[src/hw/iec_regs.svh]
/*
  Register offsets, field positions, reset values and mapped-range limits for the
  interconnect error capture block. Assumes inclusion by bare name from hw/.
*/
`ifndef IEC_REGS_SVH
`define IEC_REGS_SVH

// register offsets (byte address, one 32-bit word each); p = port index
`define IEC_STATUS_OFS      8'h00
`define IEC_ENABLE_OFS     8'h04
`define IEC_CTRL_BASE      8'h10
`define IEC_INFO_BASE      8'h30
`define IEC_ADDR_BASE      8'h50

// control register fields
`define IEC_CTRL_LOCK_BIT  0
`define IEC_CTRL_FORCE_BIT 1

// reset values
`define IEC_ENABLE_RST     32'h0000_0000

// crossbar mapped peripheral range, masked writes become full writes there
`define IEC_MAP_LO         32'hF800_0000
`define IEC_MAP_HI         32'hFFFF_FFFF

`endif

[src/hw/iec_pkg.sv]
/*
  Types shared by the interconnect error capture block.
  Assumes the register header is included by the modules that need the offsets.
*/
`default_nettype none

package iec_pkg;

  typedef enum logic [1:0]
  {
    IEC_RMW_IDLE,
    IEC_RMW_READ,
    IEC_RMW_WRITE
  } iec_rmw_e;

  typedef logic [31:0] iec_word_t;

endpackage

`default_nettype wire

[src/hw/iec_port_capture.sv]
/*
  One slave-interface port of the error capture logic: capture registers,
  lock flag, sticky error bit and the notification pulse for that port.
  Assumes error and transaction inputs are synchronous to clk_i.
*/
`timescale 1ns/100ps
`default_nettype none

module iec_port_capture
(
  input  wire logic              clk_i,
  input  wire logic              rst_n_i,
  input  wire logic              txn_valid_i,
  input  wire logic              txn_error_i,
  input  wire logic              txn_secure_i,
  input  wire iec_pkg::iec_word_t txn_addr_i,
  input  wire iec_pkg::iec_word_t txn_info_i,
  input  wire logic              enable_i,
  input  wire logic              force_wr_i,
  input  wire logic              sticky_clr_i,
  input  wire logic              lock_clr_i,
  output logic                   sticky_o,
  output logic                   lock_o,
  output logic                   force_o,
  output logic                   notify_o,
  output iec_pkg::iec_word_t     info_o,
  output iec_pkg::iec_word_t     addr_o
);
  import iec_pkg::*;

  logic err_ev;
  logic cap_ev;
  logic force_q;

  // an errored transaction from the security master never reaches capture
  assign err_ev = txn_valid_i & txn_error_i;
  assign cap_ev = err_ev & ~txn_secure_i & ~lock_o;

  // one-cycle force pulse, only while sticky bit is clear
  always_ff @(posedge clk_i or negedge rst_n_i)
  begin
    if (!rst_n_i)
      force_q <= 1'b0;
    else
      force_q <= force_wr_i & ~sticky_o;
  end
  assign force_o = force_q;

  // sticky bit: set wins over clear, gated by enable
  always_ff @(posedge clk_i or negedge rst_n_i)
  begin
    if (!rst_n_i)
      sticky_o <= 1'b0;
    else if (err_ev && enable_i)
      sticky_o <= 1'b1;
    else if (sticky_clr_i)
      sticky_o <= 1'b0;
  end

  // lock flag: set by captured error only, not by force
  always_ff @(posedge clk_i or negedge rst_n_i)
  begin
    if (!rst_n_i)
      lock_o <= 1'b0;
    else if (cap_ev)
      lock_o <= 1'b1;
    else if (lock_clr_i)
      lock_o <= 1'b0;
  end

  // address tracks every transaction except a secure errored one while unlocked, frozen while locked
  always_ff @(posedge clk_i or negedge rst_n_i)
  begin
    if (!rst_n_i)
    begin
      addr_o <= 32'h0000_0000;
      info_o <= 32'h0000_0000;
    end
    else if (txn_valid_i && !lock_o && !(txn_error_i && txn_secure_i))
    begin
      addr_o <= txn_addr_i;
      info_o <= txn_info_i;
    end
  end

  // notification on a captured error or a force pulse
  always_ff @(posedge clk_i or negedge rst_n_i)
  begin
    if (!rst_n_i)
      notify_o <= 1'b0;
    else
      notify_o <= cap_ev | (force_wr_i & ~sticky_o);
  end

endmodule

`default_nettype wire

[src/hw/iec_top.sv]
/*
  Interconnect error capture: per-port protocol error capture, sticky status,
  software-forced notification, and masked read-modify-write handling, with the mask
  ignored (full-word writes) in the crossbar mapped range.
  Assumes a plain register port with read data one cycle after the read strobe,
  and transaction observation inputs synchronous to clk_i.
*/
// The address-and-strobe port and the address map are this design's own decisions.
`timescale 1ns/100ps
`default_nettype none

`include "iec_regs.svh"

module iec_top
#(
  parameter int NPORTS = 4
)
(
  input  wire logic                   clk_i,
  input  wire logic                   rst_n_i,
  // register port
  input  wire logic [7:0]             reg_addr_i,
  input  wire iec_pkg::iec_word_t     reg_wdata_i,
  input  wire logic                   reg_wr_i,
  input  wire logic                   reg_rd_i,
  output iec_pkg::iec_word_t          reg_rdata_o,
  // observed slave-interface port transactions
  input  wire logic [NPORTS-1:0]      txn_valid_i,
  input  wire logic [NPORTS-1:0]      txn_error_i,
  input  wire logic [NPORTS-1:0]      txn_secure_i,
  input  wire logic [NPORTS*32-1:0]   txn_addr_i,
  input  wire logic [NPORTS*32-1:0]   txn_info_i,
  // notification
  output logic                        alarm_o,
  output logic                        irq_o,
  // masked read-modify-write request from a master
  input  wire logic                   rmw_req_i,
  input  wire iec_pkg::iec_word_t     rmw_addr_i,
  input  wire iec_pkg::iec_word_t     rmw_data_i,
  input  wire iec_pkg::iec_word_t     rmw_mask_i,
  output logic                        rmw_busy_o,
  // crossbar side of the masked access
  output logic                        xbar_lock_o,
  output logic                        xbar_rd_o,
  output logic                        xbar_wr_o,
  output iec_pkg::iec_word_t          xbar_addr_o,
  output iec_pkg::iec_word_t          xbar_wdata_o,
  input  wire iec_pkg::iec_word_t     xbar_rdata_i,
  input  wire logic                   xbar_ack_i
);
  import iec_pkg::*;

  localparam int PW = $clog2(NPORTS) > 0 ? $clog2(NPORTS) : 1;

  logic [NPORTS-1:0] enable_q;
  logic [NPORTS-1:0] sticky;
  logic [NPORTS-1:0] lock;
  logic [NPORTS-1:0] force_p;
  logic [NPORTS-1:0] notify;
  logic [NPORTS-1:0] force_wr;
  logic [NPORTS-1:0] sticky_clr;
  logic [NPORTS-1:0] lock_clr;
  iec_word_t         info  [NPORTS];
  iec_word_t         addr  [NPORTS];

  // per-port decode and capture instance
  genvar g;
  generate
    for (g = 0; g < NPORTS; g++)
    begin : g_port
      localparam logic [7:0] CTRL_A = 8'(`IEC_CTRL_BASE + 4 * g);
      logic ctrl_wr;
      assign ctrl_wr       = reg_wr_i && (reg_addr_i == CTRL_A);
      // each port's own force field
      assign force_wr[g]   = ctrl_wr && reg_wdata_i[`IEC_CTRL_FORCE_BIT];
      assign lock_clr[g]   = ctrl_wr && !reg_wdata_i[`IEC_CTRL_LOCK_BIT];
      // write one to clear the sticky status
      assign sticky_clr[g] = reg_wr_i && (reg_addr_i == `IEC_STATUS_OFS) && reg_wdata_i[g];

      iec_port_capture u_port
      (
        .clk_i        (clk_i),
        .rst_n_i      (rst_n_i),
        .txn_valid_i  (txn_valid_i[g]),
        .txn_error_i  (txn_error_i[g]),
        .txn_secure_i (txn_secure_i[g]),
        .txn_addr_i   (txn_addr_i[g*32 +: 32]),
        .txn_info_i   (txn_info_i[g*32 +: 32]),
        .enable_i     (enable_q[g]),
        .force_wr_i   (force_wr[g]),
        .sticky_clr_i (sticky_clr[g]),
        .lock_clr_i   (lock_clr[g]),
        .sticky_o     (sticky[g]),
        .lock_o       (lock[g]),
        .force_o      (force_p[g]),
        .notify_o     (notify[g]),
        .info_o       (info[g]),
        .addr_o       (addr[g])
      );
    end
  endgenerate

  // enable register
  always_ff @(posedge clk_i or negedge rst_n_i)
  begin
    if (!rst_n_i)
      enable_q <= NPORTS'(`IEC_ENABLE_RST);
    else if (reg_wr_i && reg_addr_i == `IEC_ENABLE_OFS)
      enable_q <= reg_wdata_i[NPORTS-1:0];
  end

  // alarm and interrupt pulse together for any port notification
  always_ff @(posedge clk_i or negedge rst_n_i)
  begin
    if (!rst_n_i)
    begin
      alarm_o <= 1'b0;
      irq_o   <= 1'b0;
    end
    else
    begin
      alarm_o <= |notify;
      irq_o   <= |notify;
    end
  end

  // register read, data one cycle after the strobe; unmapped reads zero
  always_ff @(posedge clk_i or negedge rst_n_i)
  begin
    if (!rst_n_i)
      reg_rdata_o <= 32'h0000_0000;
    else if (reg_rd_i)
    begin
      reg_rdata_o <= 32'h0000_0000;
      if (reg_addr_i == `IEC_STATUS_OFS)
        reg_rdata_o <= 32'(sticky);
      else if (reg_addr_i == `IEC_ENABLE_OFS)
        reg_rdata_o <= 32'(enable_q);
      else
      begin
        for (int i = 0; i < NPORTS; i++)
        begin
          if (reg_addr_i == 8'(`IEC_CTRL_BASE + 4 * i))
          begin
            reg_rdata_o[`IEC_CTRL_LOCK_BIT]  <= lock[i];
            reg_rdata_o[`IEC_CTRL_FORCE_BIT] <= force_p[i];
          end
          if (reg_addr_i == 8'(`IEC_INFO_BASE + 4 * i))
            reg_rdata_o <= info[i];
          if (reg_addr_i == 8'(`IEC_ADDR_BASE + 4 * i))
            reg_rdata_o <= addr[i];
        end
      end
    end
  end

  // masked read-modify-write sequencer
  iec_rmw_e  rmw_state_q;
  iec_word_t rmw_addr_q;
  iec_word_t rmw_data_q;
  iec_word_t rmw_mask_q;
  logic      in_map;

  assign in_map = (rmw_addr_i >= `IEC_MAP_LO) && (rmw_addr_i <= `IEC_MAP_HI);

  always_ff @(posedge clk_i or negedge rst_n_i)
  begin
    if (!rst_n_i)
    begin
      rmw_state_q <= IEC_RMW_IDLE;
      rmw_addr_q  <= 32'h0000_0000;
      rmw_data_q  <= 32'h0000_0000;
      rmw_mask_q  <= 32'h0000_0000;
    end
    else
    begin
      unique case (rmw_state_q)
        IEC_RMW_IDLE:
          if (rmw_req_i)
          begin
            rmw_addr_q  <= rmw_addr_i;
            rmw_data_q  <= rmw_data_i;
            // mapped range ignores the mask; peripheral bus keeps it
            rmw_mask_q  <= in_map ? 32'hFFFF_FFFF : rmw_mask_i;
            rmw_state_q <= IEC_RMW_READ;
          end
        IEC_RMW_READ:
          if (xbar_ack_i)
          begin
            rmw_data_q  <= (rmw_data_q & rmw_mask_q) | (xbar_rdata_i & ~rmw_mask_q);
            rmw_state_q <= IEC_RMW_WRITE;
          end
        IEC_RMW_WRITE:
          if (xbar_ack_i)
            rmw_state_q <= IEC_RMW_IDLE;
      endcase
    end
  end

  // lock held from read through write
  assign xbar_lock_o  = (rmw_state_q != IEC_RMW_IDLE);
  assign rmw_busy_o   = xbar_lock_o;
  assign xbar_rd_o    = (rmw_state_q == IEC_RMW_READ);
  assign xbar_wr_o    = (rmw_state_q == IEC_RMW_WRITE);
  assign xbar_addr_o  = rmw_addr_q;
  assign xbar_wdata_o = rmw_data_q;

endmodule

`default_nettype wire

[config.mk]
export PLATFORM = sky130hd
export DESIGN_NAME = iec_top
export DESIGN_NICKNAME = d
export VERILOG_FILES = /design/src/hw/iec_pkg.sv /design/src/hw/iec_port_capture.sv /design/src/hw/iec_top.sv
export VERILOG_INCLUDE_DIRS = /design/src /design/src/hw
export SDC_FILE = /design/constraint.sdc
export NUM_CORES = 1
export LEC_CHECK = 0
export BUFFER_PORTS_ARGS = -buffer_cell sky130_fd_sc_hd__buf_2
export CAP_MARGIN = 10
export CORE_UTILIZATION = 28
export CTS_BUF_LIST = sky130_fd_sc_hd__clkbuf_4
export DETAILED_ROUTE_END_ITERATION = 10
export GPL_ROUTABILITY_DRIVEN = 1
export HOLD_SLACK_MARGIN = 0.08
export PLACE_DENSITY = 0.53
export RECOVER_POWER = 50
export SLEW_MARGIN = 20
export SYNTH_ARGS = -nofsm -noshare
export SYNTH_HDL_FRONTEND = slang
export SYNTH_SLANG_ARGS = --single-unit
[constraint.sdc]
create_clock -name clk_i -period 3.7 [get_ports clk_i]
set_input_delay 0.555 -clock clk_i [delete_from_list [all_inputs] [get_ports clk_i]]
set_output_delay 0.555 -clock clk_i [all_outputs]
set_load 0.005 [all_outputs]
==> flow_summary.yaml, run 1 <==
setup_path:
  startpoint_type: "flop"
  end_kind: "flop"
  cp_max_fo: 22
  worst-setup-path-type: "flop to flop"
  crit_required_ns: 4.39
  crit_arrival_ns: 3.87
yosys:
  synth_flop_cell: "dfrtp_1"
  synth-seq-cells: 407
  netlist_area_um2: 18300
  async_flop_share_pct: 100
  syn-num-nets: 2010
  synth_edf_count: 0
  ys_seq_area_share_pct: 55.7
  synthCells: 1565
  ys_types: 55
  synth_area_per_cell_um2: 11.7
  synth_warnings: 0
timing:
  slew_headroom_pct: -38.1
  max_freq_mhz: 315
  slew_viol_final: 203
  skew_ns: 0.0789
  worstMarginPinSlew_ns: 2.07
  setup-violations-final: 0
  fin_tns_setup_ns: 0
  fin_crit_sh_pct: 85.8
  rsz0062_at_grt: "no"
  hold_viol: 0
  finalCriticalPeriod_ns: 3.17
hold_path:
  worstHoldPathType: "primary input to flop"
die:
  die-height_um: 257
  die-area_um2: 66300
  start_util_pct: 28.3
  fp.dieW_um: 257
  io_pins: 544
  coreArea_um2: 64500
  core.rowCount: 93
detailed_routing:
  finalWirelength_um: 76200
  wl_met3_um: 4890
  top_layer: "met5"
  post_drt_wl_per_cell_um: 21.9
  routed_via_density: 4.96
  ant_nets: 0
  dr_total_vias: 17300
  route.detailed.drc: 0
  dr_wl_met2_um: 39500
  dr.pass1.iters: 7
  drt-met1-wl_um: 28200
  initialDrtViolationCount: 981
status:
  violations: "max-capacitance violations, max-slew violations"
  status: "finished with violations"
cts:
  cts_buffers: 114
  cts_root_buf: "clkbuf_4"
  cts_tree: "done"
  clk_pin_slew_ns: 0.07
  numClockSinks: 407
  cts_max_level: 3
  cts_resized: 0
  clock_latency_ns: 0.87
  clock_path_buffers: 3
place:
  dp_hpwl_um: 55100
  port_buffers: 515
  gp_congestion: 0.932
global_routing:
  grt_max_degree: 75
  grt_overflow: 0
  antenna_found_initial: 8
  grt_pass1_vias: 18300
  grt_usage_pct: 22.8
  grt_first_pass_wirelength_um: 113000
final_layout:
  area_growth_pct: 50.1
  final_util_pct: 42.5
  drive_above_1_share_pct: 38.4
  final_cell_mix: "buf_2, dlygate4sd3_1, dfrtp_1"
  n_fill_cell: 6190
  final_common_cell: "buf_2"
  fin_nets: 2983
power:
  p_per_area_nw_per_um2: 589
  vdd_drop_max_mv: 0.527
  leakage_nw: 12.1
run:
  drv_cap: 3
[kinds of logic (layout without fill, tap and decap cells)]
logic type / count (synthesis) / in the layout / synth area share (%)
flip-flops: 407 / 407 / 55.7
AO/OA/AOI/OAI: 446 / 446 / 16.4
adder cells (fa/ha/maj): 3 / 3 / 0.205
AND/OR/NAND/NOR: 298 / 298 / 7.84
multiplexers: 275 / 275 / 16.9
other: 0 / 9 / 0
buffers and inverters: 136 / 1193 / 2.96
[where the power goes]
part	leakage (nW)	internal, mW	switching [mW]
combinational	6.45	2.67	2.13
sequential	4.83	6.16	1.14
clock	0.836	2.03	2.02
total	12.1	10.9	5.29
[through the flow]
step	instance area (um^2)	instances	worst slack [ns]	hold WS, ns	power (mW)
floorplan	18300	1565	1.52	0.259	9.53
global placement	22000	2868	0.660	0.419	11.3
detailed placement	22000	2868	0.585	0.417	11.4
CTS	27500	3477	0.522	0.180	16.3
global route	27400	3482	0.283	0.228	17.2
finish	27400	3486	0.526	0.310	16.2
[repair_timing]
item | in CTS | in global routing
endpoints found under the hold margin | 469 | 0
hold buffers | 409 | 0
buffers inserted | 0 | 0
[area by class of cell]
class | count | area (um^2) | area share (%)
well taps | 855 | 1070 | 3.90
multi-input cells | 1022 | 7630 | 27.8
repair buffers | 977 | 7060 | 25.8
clock inverters | 43 | 216 | 0.789
diodes | 9 | 22.5 | 0.0821
flip-flops and latches | 407 | 10200 | 37.1
clock buffers | 157 | 1180 | 4.30
inverters | 16 | 60.1 | 0.219
[cell usage after synthesis, types with 3 or more instances]
cell	number	area, um^2
o22ai_1	69	432
o22a_1	46	403
ha_1	3	37.5
a22oi_1	44	330
o2111ai_1	4	35.0
o211ai_1	13	97.6
o31ai_1	34	255
a21o_1	5	37.5
a221oi_1	5	43.8
nor2b_1	4	25.0
mux2i_1	12	120
and3_1	5	31.3
buf_2	9	45.0
nand3_1	8	40.0
clkbuf_1	88	330
or3_1	8	50.1
o311ai_0	3	26.3
a211oi_1	8	60.1
buf_1	19	71.3
a31oi_1	9	56.3
mux2_2	263	2960
a32o_1	4	40.0
a22o_1	14	123
buf_4	3	22.5
nor4bb_1	3	30.0
nor3_1	25	125
nor2_1	45	169
inv_1	15	56.3
dfrtp_1	407	10200
nand2_1	137	514
a21oi_1	121	606
o21ai_0	38	190
nand2b_1	47	294
o221ai_1	16	140
[sequential cells by signal, indices dropped and copies added, names as in the netlist, named ones only]
name	count
g_port.u_port.addr_o	128
g_port.u_port.info_o	128
reg_rdata_o	32
rmw_mask_q	32
xbar_addr_o	32
enable_q	4
g_port.u_port.force_o	4
g_port.u_port.lock_o	4
g_port.u_port.notify_o	4
g_port.u_port.sticky_o	4
rmw_state_q	2
irq_o	1
[critical path, stage by stage, from the launching register on]
cell,delay (ns)
dfrtp_1,0.39
inv_1,0.08
ha_1,0.18
buf_4,0.28
nand2_1,0.07
o21ai_0,0.10
nand2_1,0.57
buf_4,0.43
o31ai_1,0.25
a21oi_1,0.11
dlygate4sd3_1,0.60
[final timing paths]
| check | start | endpoint | slack (ns) | depth (start not counted) |
|---|---|---|---|---|
| worst min-delay path | rmw_req_i | rmw_mask_q[25]$_DFFE_PN0P_ | 0.31 | 4 |
| worst max-delay path | rmw_state_q[1]$_DFFE_PN0P_ | flop | 0.53 | 10 |
| worst min register to register | g_port[2].u_port.notify_o$_DFF_PN0_ | irq_o$_DFF_PN0_ | 0.43 | 1 |
| worst max register to register | rmw_state_q[1]$_DFFE_PN0P_ | flop | 0.53 | 10 |
| min in group asynchronous | rst_n_i | g_port[1].u_port.addr_o[28]$_DFFE_PN0P_ | 0.81 | 2 |
| max in group asynchronous | rst_n_i | reg_rdata_o[7]$_DFFE_PN0P_ | 0.70 | 3 |
[per-layer routing]
| metal | GRT usage [%] | vias to the layer above |
|---|---|---|
| met4 | 11.0 | 4 |
| met1 | 25.1 | 8605 |
| li1 | - | 7854 |
| met5 | 0 | - |
| met3 | 5.65 | 151 |
| met2 | 40.6 | 683 |
(Power assumes the default switching activity.)
==> inputs of run 2 (changes only) <==
--- a/config.mk
+++ b/config.mk
@@ -6,6 +6,7 @@
 export SDC_FILE = /design/constraint.sdc
 export NUM_CORES = 1
 export LEC_CHECK = 0
+export ABC_AREA = 1
 export BUFFER_PORTS_ARGS = -buffer_cell sky130_fd_sc_hd__buf_2
 export CAP_MARGIN = 10
 export CORE_UTILIZATION = 28
==> run 2 against run 1 <==
Effect of this change: the run still ends with max-capacitance violations, max-slew violations left; critical path depth is 2 higher; power is 5.5% lower; via count is 1.5% higher; first-iteration DRC count is 17% higher; register-to-register slack better by 0.14 ns; clock-buffer cell count is 15 higher; combinational power is 8.3% lower; fmax is 1.5% higher; sequential cell count stayed put; wire length is 10% lower; highest routed layer unchanged.
==> flow_summary.yaml, run 2 <==
cts:
  cts_root_buf: "clkbuf_4"
  cts_setup_buffers: 0
  cts_buffers: 115
  clk_pin_slew_ns: 0.07
  cts_resized: 0
  ctsHoldBuffers: 426
  cts_max_level: 3
  clock_latency_ns: 0.92
  numClockSinks: 407
  clock_path_buffers: 3
  cts_tree: "done"
yosys:
  synth_area_per_cell_um2: 9.83
  synth_edf_count: 0
  synth_flop_cell: "dfrtp_1"
  synth_warnings: 0
  ys_seq_area_share_pct: 57.0
  synth_top_area_share_pct: 57.0
  yosysMostFrequentCell: "dfrtp_1"
  async_flop_share_pct: 100
  synth.area.top_cells: "dfrtp_1, mux2_2, a21oi_1"
  synth-seq-cells: 407
  yosysTopAreaCell: "dfrtp_1"
  netlist_area_um2: 17900
  synth_common_cells: "dfrtp_1, nand2_1, a21oi_1, mux2_2, inv_1"
  syn-num-nets: 2263
  ys_types: 38
  synthCells: 1818
final_layout:
  fin_nets: 3249
  instances_no_fill: 3751
  area_growth_pct: 51.8
  n_fill_cell: 6176
  final_area_um2: 27100
  final_cell_mix: "buf_2, dlygate4sd3_1, dfrtp_1"
  drive_above_1_share_pct: 32.4
  final_common_cell: "buf_2"
  reg_top3: "g_port.u_port.addr_o x128, g_port.u_port.info_o x128"
place:
  numPlacedInstances: 3107
  gp_congestion: 0.863
  port_buffers: 515
  dpl_cell_area_um2: 21400
  dp_hpwl_um: 47000
global_routing:
  grt_first_pass_wirelength_um: 101000
  antenna_found_initial: 21
  grt_usage_pct: 20.6
  grt_overflow: 0
  grt_max_degree: 99
  grt_pass1_vias: 18100
power:
  p_int_mw: 10.3
  vdd_drop_max_mv: 0.423
  leakage_nw: 13.2
  combPwrFrac_pct: 28.8
  swShare_pct: 32.4
  pwr-share-seq_pct: 43.8
  clkPwrFrac_pct: 27.4
  p_per_area_nw_per_um2: 563
  power.switching_mw: 4.94
status:
  status: "finished with violations"
  violations: "max-capacitance violations, max-slew violations"
timing:
  finalCriticalPeriod_ns: 3.13
  hold_viol: 0
  fin_crit_sh_pct: 84.5
  fin_tns_setup_ns: 0
  max_freq_mhz: 320
  setup-violations-final: 0
  rsz0062_at_grt: "no"
  slew_viol_final: 183
  skew_ns: 0.123
  worstMarginPinSlew_ns: 2.63
  slew_headroom_pct: -75.4
setup_path:
  startpoint_type: "primary input"
  worst-setup-path-type: "primary input to flop"
  crit_required_ns: 4.50
  worstReg2RegEnd: "rmw_state_q[0]$_DFFE_PN0P_"
  cp_max_fo: 4
  r2r_start: "rmw_state_q[1]$_DFFE_PN0P_"
  crit_arrival_ns: 3.92
  worstSetupStartpoint: "reg_addr_i[2]"
  r2r.worst_path.cells: 9
  crit_path_end: "g_port[3].u_port.lock_o$_DFFE_PN0P_"
  end_kind: "flop"
  r2r_setup_slack_ns: 0.67
die:
  core.rowCount: 92
  coreArea_um2: 63100
  start_util_pct: 28.3
  io_pins: 544
  die-area_um2: 64800
  die-height_um: 255
  fp.dieW_um: 255
detailed_routing:
  dr.pass1.iters: 5
  finalWirelength_um: 68400
  initialDrtViolationCount: 1148
  post_drt_wl_per_cell_um: 18.2
  ant_nets: 0
  dr_total_vias: 17600
  route.detailed.drc: 0
  routed_via_density: 4.68
run:
  drv_cap: 3
hold_path:
  worstHoldPathType: "primary input to flop"
-- run 2: final cells by class --
class | count | area, um^2 | share of cell area [%]
Antenna cell | 16 | 40.0 | 0.148
Tap cell | 846 | 1060 | 3.90
Timing Repair Buffer | 969 | 7100 | 26.2
Multi-Input combinational cell | 1124 | 6580 | 24.3
Sequential cell | 407 | 10200 | 37.5
Inverter | 187 | 707 | 2.60
Clock buffer | 172 | 1290 | 4.76
Clock inverter | 30 | 178 | 0.655
-- run 2: metrics by stage --
stage,hold WS [ns],worst slack (ns),total power [mW],util (%)
3_3_place_gp,0.411,0.749,10.3,34.0
2_1_floorplan,0.259,1.91,9.03,-
4_1_cts,0.110,0.645,15.4,43.0
5_1_grt,0.204,0.295,16.3,43.0
6_report,0.252,0.574,15.3,43.0
3_5_place_dp,0.426,0.781,10.5,34.0
-- run 2: per-layer routing --
| layer | up-vias | global-route usage (%) | share of wire, % |
|---|---|---|---|
| met1 | 8467 | 24.1 | 40 |
| met3 | 234 | 5.38 | 6.9 |
| met4 | 14 | 11.5 | 4.9 |
| li1 | 8159 | - | - |
| met2 | 679 | 34.3 | 48 |
| met5 | - | 0 | 0.15 |
-- run 2: power by group through the flow --
stage / clock [mW] / sequential (mW) / combinational (mW)
after floorplan: 0 / 6.61 / 2.42
after global placement: 0 / 6.68 / 3.65
after detailed placement: 0 / 6.75 / 3.76
after CTS: 4.36 / 6.67 / 4.37
after global routing: 4.58 / 6.85 / 4.87
final: 4.18 / 6.69 / 4.40
-- run 2: critical path, cell delays in order --
cell and delay (ns):
dlygate4sd3_1 0.53, buf_2 0.13, inv_2 0.05, nor3_1 0.28
inv_2 0.11, nor3_1 0.29, dlygate4sd3_1 0.61, nand2_1 0.08
o21ai_0 0.15, dlygate4sd3_1 0.57, nand2_1 0.04, dlygate4sd3_1 0.55
-- run 2: cells by family (layout without fill, tap and decap cells) --
family                   after synthesis  in the layout  share of synthesized area (%)
buffers and inverters                287           1358                           6.39
other                                  0             16                              0
AO/OA/AOI/OAI                        413            413                           12.6
flip-flops                           407            407                           57.0
AND/OR/NAND/NOR                      529            529                           12.5
adder cells (fa/ha/maj)                3              3                          0.210
multiplexers                         179            179                           11.3
-- run 2: worst min path at each step --
stage,startpoint,to,slack [ns],cells past startpoint
floorplan,rst_n_i,async pin,0.26,0
global placement,g_port[2].u_port.notify_o$_DFF_PN0_,irq_o$_DFF_PN0_,0.41,1
detailed placement,g_port[0].u_port.notify_o$_DFF_PN0_,irq_o$_DFF_PN0_,0.43,1
CTS,reg_addr_i[6],g_port[2].u_port.force_o$_DFF_PN0_,0.11,6
global route,reg_addr_i[0],reg_rdata_o[0]$_DFFE_PN0P_,0.20,7
finish,reg_addr_i[6],g_port[2].u_port.force_o$_DFF_PN0_,0.25,6
==> inputs of run 3 (changes only) <==
==> constraint.sdc (replaced) <==
create_clock -name clk_i -period 3.15 [get_ports clk_i]
set_input_delay 0.4725 -clock clk_i [delete_from_list [all_inputs] [get_ports clk_i]]
set_output_delay 0.4725 -clock clk_i [all_outputs]
set_load 0.005 [all_outputs]
==> run 3 against run 2 <==
Effect of this change: the run still ends with max-capacitance violations, max-slew violations left; wire length is 1.0% higher; worst setup slack got worse by 0.21 ns; sequential power up 17%.
==> flow_summary.yaml, run 3 (synthesized netlist as in run 2, its figures left out) <==
timing:
  fin_tns_setup_ns: 0
  rsz0062_at_grt: "no"
  slew_viol_final: 149
  hold_viol: 0
  setup_ws_ns: 0.363
  fin_crit_sh_pct: 88.5
  finalCriticalPeriod_ns: 2.79
  setup-violations-final: 0
  skew_ns: 0.116
  max_freq_mhz: 359
  worstMarginPinSlew_ns: 2.40
  slew_headroom_pct: -60.0
place:
  gp_congestion: 0.858
  dp_hpwl_um: 48100
  place_ws_ns: 0.422
  port_buffers: 515
final_layout:
  final_common_cell: "buf_2"
  area_growth_pct: 52.6
  fin_nets: 3258
  final_cell_mix: "buf_2, dlygate4sd3_1, dfrtp_1"
  final_util_pct: 43.2
  drive_above_1_share_pct: 32.4
  n_fill_cell: 6158
  reg_top3: "g_port.u_port.addr_o x128, g_port.u_port.info_o x128"
global_routing:
  grt_pass1_vias: 18200
  grt_overflow: 0
  grt_max_degree: 94
  grt_first_pass_wirelength_um: 103000
  antenna_found_initial: 21
  grt_usage_pct: 20.9
power:
  power_mw: 18.0
  vdd_drop_max_mv: 0.446
  leakage_nw: 13.3
  p_per_area_nw_per_um2: 658
cts:
  cts_resized: 0
  cts_buffers: 113
  numClockSinks: 407
  cts_setup_buffers: 0
  cts_root_buf: "clkbuf_4"
  clock_latency_ns: 0.92
  ctsHoldBuffers: 427
  cts_max_level: 3
  clock_path_buffers: 3
  clk_pin_slew_ns: 0.06
  cts_tree: "done"
hold_path:
  worstHoldPathType: "primary input to flop"
detailed_routing:
  post_drt_wl_per_cell_um: 18.4
  finalWirelength_um: 69100
  routed_via_density: 4.65
  dr.pass1.iters: 8
  dr_total_vias: 17500
  route.detailed.drc: 0
  ant_nets: 0
  initialDrtViolationCount: 1210
die:
  die-height_um: 255
  die-area_um2: 64800
  core.rowCount: 92
  coreArea_um2: 63100
  fp.dieW_um: 255
  io_pins: 544
  start_util_pct: 28.3
setup_path:
  cp_max_fo: 64
  r2r_setup_slack_ns: 0.36
  crit_arrival_ns: 3.58
  worstSetupStartpoint: "rmw_state_q[0]$_DFFE_PN0P_"
  r2r.worst_path.cells: 9
  end_kind: "flop"
  crit_required_ns: 3.94
  startpoint_type: "flop"
  r2r_start: "rmw_state_q[0]$_DFFE_PN0P_"
  worst-setup-path-type: "flop to flop"
run:
  drv_cap: 3
status:
  status: "finished with violations"
  violations: "max-capacitance violations, max-slew violations"
## run 3: power breakdown
part | switching, mW | internal [mW] | leakage [nW]
registers | 0.819 | 7.03 | 4.72
clock network | 2.38 | 2.55 | 0.867
logic | 2.59 | 2.58 | 7.68
total | 5.78 | 12.2 | 13.3
## run 3: worst max-delay path: stages, from the launching register on
cell and delay, ns:
dfrtp_1 0.37, inv_1 0.07, ha_1 0.25, inv_1 0.14
or2_2 0.14, o211ai_1 0.09, inv_2 0.78, a21oi_1 0.14
a31oi_1 0.18, dlygate4sd3_1 0.56
## run 3: worst min path at each step
stage,start,to,depth (start not counted)
floorplan,rst_n_i,async pin,0
global placement,g_port[2].u_port.notify_o$_DFF_PN0_,irq_o$_DFF_PN0_,1
detailed placement,g_port[2].u_port.notify_o$_DFF_PN0_,irq_o$_DFF_PN0_,1
CTS,reg_addr_i[7],g_port[3].u_port.notify_o$_DFF_PN0_,6
global route,reg_addr_i[5],reg_rdata_o[0]$_DFFE_PN0P_,7
finish,reg_addr_i[5],reg_rdata_o[0]$_DFFE_PN0P_,7
## run 3: layer usage
| layer | track usage [%] | routed length [um] | up-vias |
|---|---|---|---|
| met3 | 5.93 | 4950 | 209 |
| li1 | - | - | 8185 |
| met5 | 0 | 82 | - |
| met1 | 24.0 | 27400 | 8406 |
| met2 | 35.3 | 33600 | 687 |
| met4 | 10.6 | 3120 | 14 |
## run 3: through the flow
| step | hold slack (ns) | cell area, um^2 | cells |
|---|---|---|---|
| 3_3_place_gp | 0.412 | 21500 | 3117 |
| 5_1_grt | 0.133 | 27300 | 3756 |
| 3_5_place_dp | 0.428 | 21500 | 3117 |
| 4_1_cts | 0.0831 | 27300 | 3744 |
| 2_1_floorplan | 0.177 | 17900 | 1818 |
| 6_report | 0.187 | 27300 | 3761 |
## run 3: area by class of cell
cell class,count,area [um^2],share of cell area [%]
clock inverters,30,193,0.707
inverters,187,707,2.59
flip-flops and latches,407,10200,37.3
multi-input cells,1124,6580,24.1
repair buffers,980,7230,26.5
diodes,17,42.5,0.156
well taps,846,1060,3.88
clock buffers,170,1280,4.68
